<file path="src/verilog/boot_lock_defs.svh">
// address map, field positions, reset values and timing counts
`ifndef BOOT_LOCK_DEFS_SVH
`define BOOT_LOCK_DEFS_SVH

// ----------------------------------------
// register byte addresses
// ----------------------------------------
`define LOCK_MODE_ADDR   32'hFFFF_E510
`define LOCK_KEY_ADDR    32'hFFFF_E514
`define FLASH_STAT_ADDR  32'hFFFF_E518
`define GEAR_STAT_ADDR   32'hFFFF_E51C

// ----------------------------------------
// fields and reset values
// ----------------------------------------
`define LOCK_KEY_VALUE   32'h0000_00C5
`define PROBE_DIS_BIT    0
`define PROBE_DIS_RST    1'h1
`define INHIBIT_RST      1'h1
`define AREA_MSB         3
`define AREA_LSB         0
`define AREA_LOCKED      4'hF
`define GEAR_MSB         1
`define GEAR_LSB         0
`define MODE_MSB         5
`define MODE_LSB         4
`define RUN_BIT          8
`define FULL_STRB        4'hF
`define ZERO_WORD        32'h0000_0000

// ----------------------------------------
// timing
// ----------------------------------------
`define CLK_MHZ          100
`define NORMAL_RST_CLKS  12
`define POR_US           60
`define FLASH_RST_NS     500
`define POR_CYCLES       (`POR_US * `CLK_MHZ)
`define FLASH_RST_CYCLES ((`FLASH_RST_NS * `CLK_MHZ + 999) / 1000)

`endif

</file>
<file path="src/verilog/boot_lock_pkg.sv">
// types shared by the start-up and debug lock logic
package boot_lock_pkg;

    typedef enum logic [1:0] {
        GEAR_DIV1,
        GEAR_DIV2,
        GEAR_DIV4,
        GEAR_DIV8
    } gear_t;

    typedef enum logic [1:0] {
        MODE_SINGLE_CHIP,
        MODE_SINGLE_BOOT,
        MODE_WRITER
    } op_mode_t;

    typedef enum logic [1:0] {
        ST_POR,
        ST_HOLD,
        ST_RUN
    } rst_state_t;

endpackage

</file>
<file path="src/verilog/boot_mode_reset_debug_lock.sv">
// start-up mode latch, reset timing, flash protect hold and debug probe lock
`timescale 1ns/10ps
`include "boot_lock_defs.svh"

module boot_mode_reset_debug_lock
    import boot_lock_pkg::*;
#(
    parameter int POR_CYCLES = `POR_CYCLES,
    parameter int CNT_W      = 13
) (
    input  wire logic        clk_i,
    input  wire logic        rst_i,
    input  wire logic        ext_reset_n_i,
    input  wire logic        width_strap_0_i,
    input  wire logic        width_strap_1_i,
    input  wire logic        startup_src_i,
    input  wire logic        flash_busy_i,
    input  wire logic [3:0]  area_stored_i,
    input  wire logic        probe_req_i,
    input  wire logic        probe_read_req_i,
    input  wire logic [31:0] paddr_i,
    input  wire logic        psel_i,
    input  wire logic        penable_i,
    input  wire logic        pwrite_i,
    input  wire logic [31:0] pwdata_i,
    input  wire logic [3:0]  pstrb_i,
    output logic [31:0]      prdata_o,
    output logic             pready_o,
    output logic             pslverr_o,
    output logic             cpu_run_o,
    output logic             mode_single_chip_o,
    output logic             mode_single_boot_o,
    output logic             mode_writer_o,
    output logic [1:0]       clock_gear_o,
    output logic [3:0]       area_protect_o,
    output logic             probe_enable_o,
    output logic             probe_grant_o,
    output logic             probe_read_grant_o,
    output logic             probe_read_refused_o
);

    // ----------------------------------------
    // elaboration checks
    // ----------------------------------------
    localparam int MAX_CNT = (2 ** CNT_W) - 1;
    if (POR_CYCLES < 1 || POR_CYCLES > MAX_CNT || `FLASH_RST_CYCLES > MAX_CNT) begin : g_bad
        $error("counter too narrow for reset durations");
    end

    localparam logic [CNT_W-1:0] POR_CNT   = CNT_W'(POR_CYCLES);
    localparam logic [CNT_W-1:0] NORM_CNT  = CNT_W'(`NORMAL_RST_CLKS);
    localparam logic [CNT_W-1:0] FLASH_CNT = CNT_W'(`FLASH_RST_CYCLES);
    localparam logic [CNT_W-1:0] SAT_CNT   = CNT_W'(MAX_CNT);

    // ----------------------------------------
    // functions
    // ----------------------------------------
    function automatic logic [CNT_W-1:0] sat_inc(input logic [CNT_W-1:0] v);
        sat_inc = (v == SAT_CNT) ? v : v + 1'b1;
    endfunction

    function automatic logic is_lock_reg(input logic [31:0] a);
        is_lock_reg = (a == `LOCK_MODE_ADDR) || (a == `LOCK_KEY_ADDR);
    endfunction

    function automatic logic is_mapped(input logic [31:0] a);
        is_mapped = is_lock_reg(a) || (a == `FLASH_STAT_ADDR) || (a == `GEAR_STAT_ADDR);
    endfunction

    // partial writes to the lock registers are refused with an error
    function automatic logic bad_access(input logic [31:0] a, input logic [3:0] s,
                                        input logic w);
        bad_access = !is_mapped(a) || (w && is_lock_reg(a) && (s != `FULL_STRB));
    endfunction

    // ----------------------------------------
    // pin synchronisers
    // ----------------------------------------
    logic [3:0] pin_meta_reg;
    logic [3:0] pin_sync_reg;
    always_ff @(posedge clk_i or posedge rst_i) begin
        if (rst_i) begin
            pin_meta_reg <= 4'h0;
            pin_sync_reg <= 4'h0;
        end else begin
            pin_meta_reg <= {ext_reset_n_i, width_strap_1_i, width_strap_0_i, startup_src_i};
            pin_sync_reg <= pin_meta_reg;
        end
    end

    logic pin_reset_n;
    logic strap_w0;
    logic strap_w1;
    logic strap_src;
    assign {pin_reset_n, strap_w1, strap_w0, strap_src} = pin_sync_reg;

    // ----------------------------------------
    // strap decode
    // ----------------------------------------
    op_mode_t strap_mode;
    always_comb begin
        if (strap_w0 && strap_w1 && strap_src) begin
            strap_mode = MODE_SINGLE_CHIP;
        end else if (strap_w0 && strap_w1) begin
            strap_mode = MODE_SINGLE_BOOT;
        end else begin
            strap_mode = MODE_WRITER;
        end
    end

    // ----------------------------------------
    // reset pin low-time counter
    // ----------------------------------------
    logic [CNT_W-1:0] low_cnt_reg;
    always_ff @(posedge clk_i or posedge rst_i) begin
        if (rst_i) begin
            low_cnt_reg <= '0;
        end else if (pin_reset_n) begin
            low_cnt_reg <= '0;
        end else begin
            low_cnt_reg <= sat_inc(low_cnt_reg);
        end
    end

    // a reset pulse during programming must be longer than a plain one
    logic [CNT_W-1:0] run_min;
    assign run_min = flash_busy_i ? FLASH_CNT : NORM_CNT;

    // ----------------------------------------
    // reset sequencer
    // ----------------------------------------
    rst_state_t state_reg;
    rst_state_t state_next;
    op_mode_t   mode_reg;
    always_comb begin
        state_next = state_reg;
        case (state_reg)
            ST_POR: begin
                // early release is ignored until the power-on time is met
                if (pin_reset_n && low_cnt_reg >= POR_CNT) begin
                    state_next = ST_HOLD;
                end
            end
            ST_HOLD: begin
                // writer mode never lets the cpu go
                if (pin_reset_n && mode_reg != MODE_WRITER) begin
                    state_next = ST_RUN;
                end
            end
            ST_RUN: begin
                // shorter pulses are taken as glitches
                if (!pin_reset_n && low_cnt_reg >= run_min) begin
                    state_next = ST_HOLD;
                end
            end
            default: begin
                state_next = ST_POR;
            end
        endcase
    end

    always_ff @(posedge clk_i or posedge rst_i) begin
        if (rst_i) begin
            state_reg <= ST_POR;
        end else begin
            state_reg <= state_next;
        end
    end

    // ----------------------------------------
    // mode latch
    // ----------------------------------------
    // straps are followed only while the pin holds reset
    always_ff @(posedge clk_i or posedge rst_i) begin
        if (rst_i) begin
            mode_reg <= MODE_WRITER;
        end else if (state_reg != ST_RUN && !pin_reset_n) begin
            mode_reg <= strap_mode;
        end
    end

    // ----------------------------------------
    // clock gear
    // ----------------------------------------
    gear_t gear_reg;
    logic  acc_wr;
    logic  bus_ok;

    always_ff @(posedge clk_i or posedge rst_i) begin
        if (rst_i) begin
            gear_reg <= GEAR_DIV8;
        end else if (state_reg != ST_RUN) begin
            gear_reg <= GEAR_DIV8;
        end else if (acc_wr && bus_ok && paddr_i == `GEAR_STAT_ADDR) begin
            gear_reg <= gear_t'(pwdata_i[`GEAR_MSB:`GEAR_LSB]);
        end
    end

    // ----------------------------------------
    // flash area protection view
    // ----------------------------------------
    always_ff @(posedge clk_i or posedge rst_i) begin
        if (rst_i) begin
            area_protect_o <= `AREA_LOCKED;
        end else if (state_reg == ST_POR) begin
            area_protect_o <= `AREA_LOCKED;
        end else begin
            area_protect_o <= area_stored_i;
        end
    end

    // ----------------------------------------
    // debug lock registers
    // ----------------------------------------
    logic probe_disable_reg;
    logic inhibit_reg;
    // only the power-on reset sets these, never the reset pin
    always_ff @(posedge clk_i or posedge rst_i) begin
        if (rst_i) begin
            probe_disable_reg <= `PROBE_DIS_RST;
        end else if (acc_wr && bus_ok && paddr_i == `LOCK_MODE_ADDR) begin
            probe_disable_reg <= pwdata_i[`PROBE_DIS_BIT];
        end
    end

    // two steps so a runaway write to one register cannot unlock
    always_ff @(posedge clk_i or posedge rst_i) begin
        if (rst_i) begin
            inhibit_reg <= `INHIBIT_RST;
        end else if (acc_wr && bus_ok && paddr_i == `LOCK_KEY_ADDR
                     && pwdata_i == `LOCK_KEY_VALUE) begin
            inhibit_reg <= probe_disable_reg;
        end
    end

    // ----------------------------------------
    // probe gating
    // ----------------------------------------
    always_ff @(posedge clk_i or posedge rst_i) begin
        if (rst_i) begin
            probe_enable_o       <= 1'b0;
            probe_grant_o        <= 1'b0;
            probe_read_grant_o   <= 1'b0;
            probe_read_refused_o <= 1'b0;
        end else begin
            probe_enable_o       <= !inhibit_reg;
            probe_grant_o        <= probe_req_i && !inhibit_reg;
            probe_read_grant_o   <= probe_read_req_i && !inhibit_reg;
            probe_read_refused_o <= probe_read_req_i && inhibit_reg;
        end
    end

    // ----------------------------------------
    // start-up outputs
    // ----------------------------------------
    always_ff @(posedge clk_i or posedge rst_i) begin
        if (rst_i) begin
            cpu_run_o          <= 1'b0;
            mode_single_chip_o <= 1'b0;
            mode_single_boot_o <= 1'b0;
            mode_writer_o      <= 1'b0;
            clock_gear_o       <= GEAR_DIV8;
        end else begin
            cpu_run_o          <= (state_next == ST_RUN);
            mode_single_chip_o <= (mode_reg == MODE_SINGLE_CHIP);
            mode_single_boot_o <= (mode_reg == MODE_SINGLE_BOOT);
            mode_writer_o      <= (mode_reg == MODE_WRITER);
            clock_gear_o       <= gear_reg;
        end
    end

    // ----------------------------------------
    // apb slave
    // ----------------------------------------
    logic        setup;
    logic [31:0] rdata;
    assign setup  = psel_i && !penable_i;
    assign acc_wr = psel_i && penable_i && pready_o && pwrite_i;
    assign bus_ok = !pslverr_o;
    always_comb begin
        rdata = `ZERO_WORD;
        case (paddr_i)
            `LOCK_MODE_ADDR: begin
                rdata[`PROBE_DIS_BIT] = probe_disable_reg;
            end
            `FLASH_STAT_ADDR: begin
                rdata[`AREA_MSB:`AREA_LSB] = area_protect_o;
            end
            `GEAR_STAT_ADDR: begin
                rdata[`GEAR_MSB:`GEAR_LSB] = gear_reg;
                rdata[`MODE_MSB:`MODE_LSB] = mode_reg;
                rdata[`RUN_BIT]            = cpu_run_o;
            end
            default: begin
                rdata = `ZERO_WORD;
            end
        endcase
    end

    // one wait-free access phase: answer prepared during setup
    always_ff @(posedge clk_i or posedge rst_i) begin
        if (rst_i) begin
            pready_o  <= 1'b0;
            pslverr_o <= 1'b0;
            prdata_o  <= `ZERO_WORD;
        end else begin
            pready_o  <= setup;
            pslverr_o <= setup && bad_access(paddr_i, pstrb_i, pwrite_i);
            prdata_o  <= (setup && !pwrite_i) ? rdata : `ZERO_WORD;
        end
    end

endmodule

</file>
<file path="config.mk">
export PLATFORM = sky130hd
export DESIGN_NAME = boot_mode_reset_debug_lock
export DESIGN_NICKNAME = d
export VERILOG_FILES = /design/src/verilog/boot_lock_pkg.sv /design/src/verilog/boot_mode_reset_debug_lock.sv
export VERILOG_INCLUDE_DIRS = /design/src /design/src/verilog
export SDC_FILE = /design/constraint.sdc
export NUM_CORES = 1
export LEC_CHECK = 0
export BUFFER_PORTS_ARGS = -buffer_cell sky130_fd_sc_hd__buf_2
export CAP_MARGIN = 20
export CORE_ASPECT_RATIO = 0.5
export CORE_MARGIN = 1.5
export CORE_UTILIZATION = 45
export CTS_CLUSTER_DIAMETER = 40
export DETAILED_ROUTE_END_ITERATION = 10
export PLACE_DENSITY = 0.82
export SYNTH_ARGS = -nofsm -noshare
export SYNTH_HDL_FRONTEND = slang
export SYNTH_SLANG_ARGS = --single-unit
</file>
<file path="constraint.sdc">
create_clock -name clk_i -period 2.15 [get_ports clk_i]
set_clock_uncertainty 0.2 [all_clocks]
set_input_delay 0.1075 -clock clk_i [delete_from_list [all_inputs] [get_ports clk_i]]
set_output_delay 0.1075 -clock clk_i [all_outputs]
set_load 0.005 [all_outputs]
</file>
# After elaboration in Yosys (flattened, before gate mapping)
# Index checks and enable logic that the tools add are counted.
# Widths: inputs -> output; s select.
dict set report word_totals {
  reg_bits 54
  in_bits 84
  output_inout_bits 48
  elab_cells 92
}
dict set report classes {
  n_addsub 1
  n_lt_le_gt_ge 2
  eq_ne 15
  n_mux 18
  n_reduce_logical 35
}
# op n
set op_table {}
lappend op_table {{$eq 32x32->1 const B} 4}
lappend op_table {{$eq 32x8->1 const B} 1}
lappend op_table {{$mux 13} 2}
lappend op_table {{$logic_and 1x1->1} 22}
lappend op_table {{$mux 2} 9}
lappend op_table {{$add 13x1->13 const B} 1}
lappend op_table {{$eq 13x13->1 const B} 1}
lappend op_table {{$ge 13x13->1 const B} 1}
lappend op_table {{$ge 13x6->1} 1}
lappend op_table {{$mux 9} 1}
lappend op_table {{$eq 2x2->1 const B} 3}
lappend op_table {{$logic_not 1->1} 6}
lappend op_table {{$mux 6} 1}
lappend op_table {{$ne 2x2->1 const B} 3}
lappend op_table {{$pmux 2 s3} 1}
lappend op_table {{$eq 2x1->1 const B} 2}
lappend op_table {{$logic_not 2->1} 2}
lappend op_table {{$logic_or 1x1->1} 4}
lappend op_table {{$mux 4} 1}
lappend op_table {{$ne 4x4->1 const B} 1}
lappend op_table {{$pmux 1 s3} 1}
lappend op_table {{$pmux 1 s2} 1}
lappend op_table {{$reduce_bool 2->1} 1}
lappend op_table {{$mux 1} 1}

# Longest topological paths before layout
# Gate-level depths: netlist (run 1).
dict set report depth {
  depth_word 7
  depth_mapped 7
  ltp_nobuf 7
}

# Worst setup path before layout (run 1)
# No wires, ideal clock.
dict set report synth_timing {
  kind {register -> register}
  start {reg low_cnt_reg[0]}
  end {reg low_cnt_reg[3]}
  setup_time_ns 0.132
  arrival_ns 1.518
  required_ns 1.818
  slack_ns 0.300
  stages_incl_launch_ff 8
  n_path_buf 1
  synth_period_minus_slack_ns 1.850
  cell_sequence {dfrtp_1 -> ha_1 -> nand4_1 -> or2_1 -> clkbuf_1 -> o2111ai_1 -> xor2_1 -> nor2_1}
}
dict set report synth_via {
  elab_chain_len 3
  elab_cells_between_ends 5
  cone_classes {add/sub (1); eq/ne (2); mux (2)}
}
# element line_no
set synth_rtl {}
lappend synth_rtl {{start: declaration} boot_mode_reset_debug_lock.sv:114} ;# logic [CNT_W-1:0] low_cnt_reg;
lappend synth_rtl {{start signal: assignment} boot_mode_reset_debug_lock.sv:121} ;# low_cnt_reg <= sat_inc(low_cnt_reg);
lappend synth_rtl {{$add 13x1->13} boot_mode_reset_debug_lock.sv:59} ;# sat_inc = (v == SAT_CNT) ? v : v + 1'b1;
lappend synth_rtl {{$mux 13} boot_mode_reset_debug_lock.sv:59}
lappend synth_rtl {{$mux 13} boot_mode_reset_debug_lock.sv:118} ;# end else if (pin_reset_n) begin
# Parallel ways exist; a longest one is shown, timed or not. The select of a mux whose other input is x is not followed.
# A chain may end at the register's enable or synchronous reset.

# Worst setup path in the final report (run 1)
dict set report layout_timing {
  start {in pwdata_i[1]}
  end {reg inhibit_reg}
}
dict set report layout_via {
  elab_chain_len 2
}
# element line_no
set layout_rtl {}
lappend layout_rtl {{start: declaration} boot_mode_reset_debug_lock.sv:25} ;# input wire logic [31:0] pwdata_i,
lappend layout_rtl {{$eq 32x8->1 (no line)} -}
lappend layout_rtl {{$logic_and 1x1->1 (no line)} -}
lappend layout_rtl {{end signal: assignment} boot_mode_reset_debug_lock.sv:229} ;# inhibit_reg <= `INHIBIT_RST;
lappend layout_rtl {{end signal: assignment} boot_mode_reset_debug_lock.sv:232} ;# inhibit_reg <= probe_disable_reg;
lappend layout_rtl {{end: declaration} boot_mode_reset_debug_lock.sv:216} ;# logic inhibit_reg;
# No other way between the ends.

==> flow_summary.toml, run 1 <==
[critical_path]
worstPathCellList = "dlygate4sd3_1 > buf_2 > nor2_1 > nand4_1 > or4_1 > nor4_2 > mux2_1"
reg2reg_from = "low_cnt_reg[0]"
cp-start-kind = "primary input"
regToRegSetupSlack_ns = 0.12
r2r_end = "low_cnt_reg[6]"
end_kind = "register"
slowest_delay_ns = 0.55
slowest_stage = "or4_1"
reg2reg_depth = 8
crit_arrival_ns = 2.04
path_max_fanout = 2
path_class = "in2reg"
required_ns = 2.16

[finish]
largest_reg_flops = 13
antenna_cells = 0
syn_to_final_growth_pct = 33.46
fin_nets = 466
layout-drive-gt1-share_pct = 36.97

[min_path]
hold_class = "in2reg"
whs_endpoint = "pslverr_o"
holdCritStartpoint = "pstrb_i[0]"
min_path_cells = 4

[cts]
clock_latency_ns = 0.28
clk_pin_slew_worst_paths_ns = 0.07
htreeDepth = 2
cts_root_buf = "clkbuf_16"
cts_tree = "built"
numCtsBuffers = 5
clockBufferDepth = 2
clock-sinks = 52

[grt]
first_global_vias = 2260
antenna_found_initial = 0
grt_pass1_wl_um = 9687
grt_use_total_pct = 20.30
grt_max_degree = 22
grt.overflow.total = 0

[yosys]
yosysMostFrequentCell = "dfrtp_1"
synth_area_mm2 = 0.002584
synthDistinctLibCells = 47
synthFlopType = "dfrtp_1"
synth_area_leaders = "dfrtp_1, dfstp_2, buf_4, nor2_1, ha_1"
async_flop_share_pct = 100.0
yosysWarnings = 0
synth_xor_area_share_pct = 3.051
synth_cells = 247
synthMuxAreaShare_pct = 2.421
netlist.top_cell.by_area = "dfrtp_1"
synth_top_area_share_pct = 39.71
synth_fa_ha_area_share_pct = 3.390
synth_compound_gate_area_share_pct = 7.264
ys_ff_latch = 52
synth_top_family_by_area = "simple AND/OR/NAND/NOR gates"
avgSynthCellArea_um2 = 10.46
synth.cells.most_frequent = "dfrtp_1, nor2_1, buf_4"
synth_seq_area_share_pct = 50.90
yosys.area_share.simple_pct = 23.10
synth-edff-count = 0

[run]
maxCapViolCount = 0

[timing]
setup_violations = 0
setup_ws_ns = 0.1169
drv_slew = 0
relSlewSlack_pct = 55.41
tightest_slew_ns = 0.6689
rsz0062_at_grt = "no"
max_freq_mhz = 491.9
post-route-period-util_pct = 94.56
timing.final.crit_period_ns = 2.033
tns_ns = 0
hold_violations = 0

[die]
die_h_um = 56.58
die_x_um = 110.2
ioPinCount = 132
die_area_mm2 = 0.006233
initial_utilization_pct = 46.85
row_count = 19
core_area_mm2 = 0.005515

[routing]
final_antenna_net_count = 0
drt_iter0_drc = 89
vias = 2219
routedWlPerCell_um = 13.67
route.detailed.drc = 0
wirelength_um = 6139
dr.pass1.iters = 4
viasPerCell = 4.942

[placed_design]
place_ws_ns = 0.1488
dp_hpwl_um = 4654
port_buffers = 106
gp_congestion = 0.8311

[pwr]
p_per_area_mw_per_mm2 = 580.2
leakage_nw = 1.707
total_power_mw = 2.001
peakVddDrop_mv = 0.3550

[outcome]
outcome = "finished clean"
## logic make-up (layout without fill, tap and decap cells)
kind of cell,count (synthesis),after routing
mux,6,6
compound gates,27,27
flops,52,52
xor+xnor,9,9
simple gates,104,104
buf+inv,41,146
other cells,1,25
fa+ha+maj,7,7
## area by class of cell
type                    count  area [µm²]
flip-flops and latches     52        1315
clock inverters             3       23.77
inverters                  10       37.54
well taps                  73       91.34
fillers                   428        2067
multi-input cells         178        1115
repair buffers            128       740.7
clock buffers               5       125.1
## how the worst max path moves through the flow
stage	to	slack, ns	cells after the start	startpoint
after detailed placement	inhibit_reg	0.15	6	pwdata_i[17]
after global routing	low_cnt_reg[6]	0.02	8	low_cnt_reg[0]
after global placement	inhibit_reg	0.24	6	pwdata_i[29]
final	inhibit_reg	0.12	7	pwdata_i[1]
after floorplan	low_cnt_reg[3]	0.30	7	low_cnt_reg[0]
after CTS	inhibit_reg	0.11	7	pwdata_i[1]
## critical path: cells and delay by family
kind | cells | cell delay [ns]
muxes | 1 | 0.35
and+or+nand+nor | 4 | 0.92
buffers and inverters | 2 | 0.67
## stage by stage
step | hold slack, ns | utilization [%] | std cells | area [µm²]
final | 0.007222 | 62.52 | 449 | 3448
after global routing | 0.04130 | 62.52 | 449 | 3448
after CTS | 0.005197 | 62.11 | 447 | 3426
after detailed placement | -0.1026 | 56.15 | 421 | 3097
after global placement | -0.1138 | 56.15 | 421 | 3097
after floorplan | -0.06107 | - | 271 | 2674
## repair_timing
action	in CTS	in global routing
buffers inserted	0	2
setup endpoints to repair	0	3
resized for setup	0	2
endpoints found under the hold margin	65	0
hold buffers	18	0
## layer usage
metal | global-route usage [%] | vias up | wire (µm) | part of all wire [%]
met5 | 0 | - | 0 | 0
met4 | 7.509 | 0 | 104 | 1.7
met3 | 2.787 | 10 | 365 | 5.9
met2 | 39.66 | 93 | 3359 | 55
met1 | 22.20 | 1047 | 2310 | 38
li1 | - | 1069 | - | -
## power breakdown
group	internal, mW	switching [mW]	total [mW]	leakage (nW)
registers	1.00	0.0203	1.02	0.650
logic	0.108	0.0942	0.203	0.990
clock network	0.433	0.343	0.775	0.0660
total	1.54	0.457	2.00	1.71
## cell usage in the layout (no fill, tap or decap), types with 8 or more instances in the layout
| master | instances |
|---|---|
| dlygate4sd3_1 | 18 |
| conb_1 | 25 |
| nand2_1 | 17 |
| nor2_1 | 27 |
| dfrtp_1 | 41 |
| buf_2 | 106 |
| dfstp_2 | 11 |
| nand4_1 | 9 |
| nor2b_1 | 8 |
| inv_1 | 9 |
(Power assumes the default switching activity.)
==> run 2: changes to the inputs <==
--- a/config.mk
+++ b/config.mk
@@ -8,9 +8,11 @@
 export LEC_CHECK = 0
 export BUFFER_PORTS_ARGS = -buffer_cell sky130_fd_sc_hd__buf_2
 export CAP_MARGIN = 20
+export CELL_PAD_IN_SITES_DETAIL_PLACEMENT = 1
+export CELL_PAD_IN_SITES_GLOBAL_PLACEMENT = 1
 export CORE_ASPECT_RATIO = 0.5
 export CORE_MARGIN = 1.5
-export CORE_UTILIZATION = 45
+export CORE_UTILIZATION = 33
 export CTS_CLUSTER_DIAMETER = 40
 export DETAILED_ROUTE_END_ITERATION = 10
 export PLACE_DENSITY = 0.82
==> run 2 against run 1 <==
  * Largest power group unchanged
  * Clock power increased by 30%
  * Critical endpoint is now low_cnt_reg[0]
  * Core utilization decreased by 15 points
  * Final cell count increased by 7.8%
  * Fmax decreased by 1.5%
  * Worst setup slack got worse by 0.031 ns
  * Sequential cell count unchanged
  * Sequential power about the same
  * Critical path depth unchanged
  * Combinational power about the same
  * Routed wire length increased by 20%
==> flow_summary.toml, run 2 (synthesis results as in run 1) <==
[timing]
drv_slew = 0
setup_ws_ns = 0.08642
hold_violations = 0
tightest_slew_ns = 0.6601
setup_violations = 0
timing.final.crit_period_ns = 2.064
post-route-period-util_pct = 95.98
relSlewSlack_pct = 55.99
max_freq_mhz = 484.6
whs_ns = 0.02860
tns_ns = 0

[min_path]
holdCritStartpoint = "paddr_i[3]"
hold_class = "in2reg"

[die]
core_area_mm2 = 0.007460
row_count = 22
initial_utilization_pct = 34.64
ioPinCount = 132
die_area_mm2 = 0.008402
die_x_um = 128.1
die_h_um = 65.57

[routing]
wirelength_um = 7342
dr.pass1.iters = 5
route.detailed.drc = 0
drt_iter0_drc = 115
viasPerCell = 4.756
vias = 2302
routedWlPerCell_um = 15.17
final_antenna_net_count = 0

[critical_path]
crit_arrival_ns = 2.02
reg2reg_from = "low_cnt_reg[0]"
path_max_fanout = 5
slowest_delay_ns = 0.43
worstPathCellList = "ha_2 > nand4_1 > nor4_4 > buf_4 > nand2_1 > xnor2_1 > nor2_1"
required_ns = 2.10
end_kind = "register"
startpoint = "low_cnt_reg[0]"
cp-start-kind = "register"
critical-path-top-delay-family = "simple AND/OR/NAND/NOR gates"
path_class = "reg2reg"
slowest_stage = "dfrtp_1"
path_buf_inv = 1

[grt]
first_global_vias = 2349
grt.overflow.total = 0
antenna_found_initial = 0
grt_use_total_pct = 17.89
grt_max_degree = 53
grt_pass1_wl_um = 11510

[cts]
clock-sinks = 52
clock_latency_ns = 0.29
cts_root_buf = "clkbuf_16"
clockBufferDepth = 2
numCtsBuffers = 5
clk_pin_slew_worst_paths_ns = 0.07
htreeDepth = 2
cts_tree = "built"

[placed_design]
port_buffers = 106
gp_congestion = 0.8747
place_ws_ns = 0.1524
dp_hpwl_um = 5416

[pwr]
leakage_nw = 1.741
p_per_area_mw_per_mm2 = 633.2
peakVddDrop_mv = 0.3037
total_power_mw = 2.239

[finish]
fillers = 873
layout-drive-gt1-share_pct = 36.70
final_common_cell = "buf_2"
final_cell_mix = "buf_2, dfrtp_1, nor2_1"
antenna_cells = 0
fin_nets = 466
largest_reg_flops = 13
syn_to_final_growth_pct = 36.85

[outcome]
outcome = "finished clean"

[run]
maxCapViolCount = 0
[run 2: cell types whose count changed in the layout (fill, tap and decap cells not counted), sizes merged]
cell and delta:
dlygate4sd3 -1, clkinvlp -2, bufinv +2, clkbuf +2, clkinv -1
[run 2: final timing paths]
| check | endpoint | slack, ns | cells past startpoint |
|---|---|---|---|
| max | low_cnt_reg[0] | 0.09 | 7 |
| min | prdata_o[5] | 0.03 | 3 |
| max reg2reg | low_cnt_reg[0] | 0.09 | 7 |
| min reg2reg | pin_sync_reg[0] | 0.16 | 0 |
| max in group asynchronous | prdata_o[2] | 0.97 | 4 |
| min in group asynchronous | probe_read_refused_o | 0.35 | 4 |
[run 2: timing repair]
item,4_1_cts,5_1_grt
endpoints found under the setup margin,0,2
hold buffers,17,0
endpoints found under the hold margin,60,0
gates resized for setup,0,3
buffers inserted,0,2
[run 2: final cells by class]
class / count / area [µm²] / share of cell area [%]
Timing Repair Buffer: 128 / 740.7 / 20.95
Clock buffer: 6 / 128.9 / 3.645
Inverter: 10 / 37.54 / 1.062
Tap cell: 108 / 135.1 / 3.822
Multi-Input combinational cell: 178 / 1119 / 31.63
Clock inverter: 2 / 60.06 / 1.699
Sequential cell: 52 / 1315 / 37.19
[run 2: tightest hold or removal path, delay by kind of cell]
kind,cells,cell delay [ns]
buffers and inverters,1,0.15
and+or+nand+nor,2,0.23
[run 2: metal layers]
layer / up-vias / share of wire (%) / track usage [%]
met5: - / 0 / 0
met4: 0 / 1.6 / 4.916
met3: 12 / 6.3 / 3.827
met2: 94 / 55 / 36.22
met1: 1129 / 38 / 18.89
li1: 1067 / - / -
[run 2: power breakdown]
part           leakage [nW]  switching, mW  internal (mW)
combinational          1.00         0.0979          0.108
sequential            0.650         0.0204           1.00
clock                0.0911          0.343          0.667
total                  1.74          0.461           1.78
[run 2: stage by stage]
step / utilization, % / instances / area [µm²]
finish: 47.40 / 484 / 3536
global placement: 42.20 / 457 / 3148
detailed placement: 42.20 / 457 / 3148
CTS: 47.01 / 482 / 3507
floorplan: - / 271 / 2674
global route: 47.40 / 484 / 3536
==> run 3: changes to the inputs <==
==> constraint.sdc (replaced) <==
create_clock -name clk_i -period 2.15 [get_ports clk_i]
set_clock_uncertainty 0.2 [all_clocks]
set_input_delay 0.3225 -clock clk_i [delete_from_list [all_inputs] [get_ports clk_i]]
set_output_delay 0.3225 -clock clk_i [all_outputs]
set_load 0.005 [all_outputs]
==> run 3 against run 2 <==
  * Worst setup slack improved by 0.046 ns
  * Clock power decreased by 7%
  * Total power down 4.0%
  * First-iteration DRC count is 27% lower
  * Die area is the same
  * Sequential cell count unchanged
  * Sequential share of layout area grew 1.5 points
  * Sequential power barely moved
  * Critical endpoint is now low_cnt_reg[3]
  * Largest power group unchanged
==> flow_summary.toml, run 3 (synthesis results as in run 1) <==
[critical_path]
crit_arrival_ns = 1.97
end_kind = "register"
path_max_fanout = 6
critical-path-top-delay-family = "simple AND/OR/NAND/NOR gates"
slowest_delay_ns = 0.53
path_buf_inv = 0
worstPathCellList = "nand3_1 > or3_1 > o2111ai_1 > xor2_1 > nor2_1"
required_ns = 2.10
slowest_stage = "or3_1"
regToRegSetupSlack_ns = 0.13
cp-start-kind = "register"
path_class = "reg2reg"

[pwr]
p_sw_mw = 0.4684
p_per_area_mw_per_mm2 = 632.4
peakVddDrop_mv = 0.3071
total_power_mw = 2.150
p_seq_share_pct = 47.5
p_int_mw = 1.681
leakage_nw = 1.682
power_frac_clock_pct = 43.7
switching_share_pct = 21.79
p_comb_share_pct = 8.8

[timing]
setup_violations = 0
setup_ws_ns = 0.1328
max_freq_mhz = 495.7
relSlewSlack_pct = 64.54
drv_slew = 0
tightest_slew_ns = 0.5320
timing.final.crit_period_ns = 2.017
hold_violations = 0
rsz0062_at_grt = "no"
post-route-period-util_pct = 93.82

[routing]
wirelength_um = 6981
dr.pass1.iters = 4
final_antenna_net_count = 0
vias = 2231
drt_iter0_drc = 84
routedWlPerCell_um = 14.76
route.detailed.drc = 0
viasPerCell = 4.717

[min_path]
hold_class = "in2reg"

[grt]
antenna_found_initial = 0
grt_max_degree = 20
grt_pass1_wl_um = 11280
grt_use_total_pct = 17.27
first_global_vias = 2376
grt.overflow.total = 0

[placed_design]
port_buffers = 106
dp_hpwl_um = 5598
gp_congestion = 0.8018
place_ws_ns = -0.05281

[finish]
fillers = 884
syn_to_final_growth_pct = 31.57
final_cell_mix = "buf_2, dfrtp_1, nor2_1"
fin_nets = 455
antenna_cells = 0
largest_reg_flops = 13
layout-drive-gt1-share_pct = 38.36
final_common_cell = "buf_2"

[cts]
clock-sinks = 52
cts_tree = "built"
numCtsBuffers = 5
clock_latency_ns = 0.29
cts_root_buf = "clkbuf_16"
clk_pin_slew_worst_paths_ns = 0.07
clockBufferDepth = 2
htreeDepth = 2

[die]
die_area_mm2 = 0.008402
initial_utilization_pct = 34.64
ioPinCount = 132
die_h_um = 65.57
core_area_mm2 = 0.007460
row_count = 22
die_x_um = 128.1

[outcome]
outcome = "finished clean"

[run]
maxCapViolCount = 0
run 3: metal layers:
| layer | track usage, % | part of all wire (%) | wire, µm |
|---|---|---|---|
| met5 | 0 | 0 | 0 |
| met4 | 4.916 | 0.72 | 50 |
| met3 | 3.827 | 6.0 | 418 |
| met2 | 35.22 | 55 | 3837 |
| met1 | 17.91 | 38 | 2675 |
run 3: metrics by stage:
stage                     hold slack, ns  std cells  TNS [ns]  instance area (µm²)  util [%]
after global placement            0.1217        459         0                 3163     42.40
after detailed placement          0.1342        459  -0.05302                 3163     42.40
after floorplan                   0.1312        271         0                 2674         -
final                            0.02697        473         0                 3400     45.57
after CTS                        0.02311        472         0                 3391     45.45
after global routing             0.02052        473         0                 3400     45.57
run 3: final cells by class:
| type | count | area (µm²) | share of cell area [%] |
|---|---|---|---|
| multi-input cells | 178 | 1107 | 32.57 |
| clock buffers | 6 | 138.9 | 4.085 |
| flip-flops and latches | 52 | 1316 | 38.72 |
| repair buffers | 117 | 625.6 | 18.40 |
| well taps | 108 | 135.1 | 3.975 |
| inverters | 10 | 37.54 | 1.104 |
| clock inverters | 2 | 38.79 | 1.141 |
run 3: power groups by stage:
| stage | clock, mW | sequential [mW] | combinational, mW |
|---|---|---|---|
| global placement | 0 | 1.04 | 0.173 |
| floorplan | 0 | 1.03 | 0.109 |
| detailed placement | 0 | 1.04 | 0.184 |
| CTS | 0.964 | 1.02 | 0.193 |
| finish | 0.939 | 1.02 | 0.190 |
| global route | 1.00 | 1.02 | 0.217 |
run 3: final timing paths:
| kind | from | endpoint | depth (start not counted) |
|---|---|---|---|
| worst max-delay path | low_cnt_reg[4] | low_cnt_reg[3] | 5 |
| worst max register to register | low_cnt_reg[4] | low_cnt_reg[3] | 5 |
| worst min register to register | pin_meta_reg[3] | pin_sync_reg[3] | 0 |
| min in group asynchronous | rst_i | low_cnt_reg[8] | 3 |
| worst min-delay path | area_stored_i[0] | area_protect_o[0] | 2 |
| max in group asynchronous | rst_i | area_protect_o[3] | 4 |
run 3: what timing repair did:
action | in CTS | in global routing
hold buffers | 5 | 0
setup buffers | 0 | 1
setup endpoints to repair | 0 | 1
hold endpoints to repair | 20 | 0
resized for setup | 0 | 1
run 3: worst register-to-register path, delay by kind of cell, from the launching register on:
kind,cells,cell delay (ns)
AO/OA/AOI/OAI,1,0.26
AND/OR/NAND/NOR,3,0.79
flip-flops,1,0.46
XOR/XNOR,1,0.17
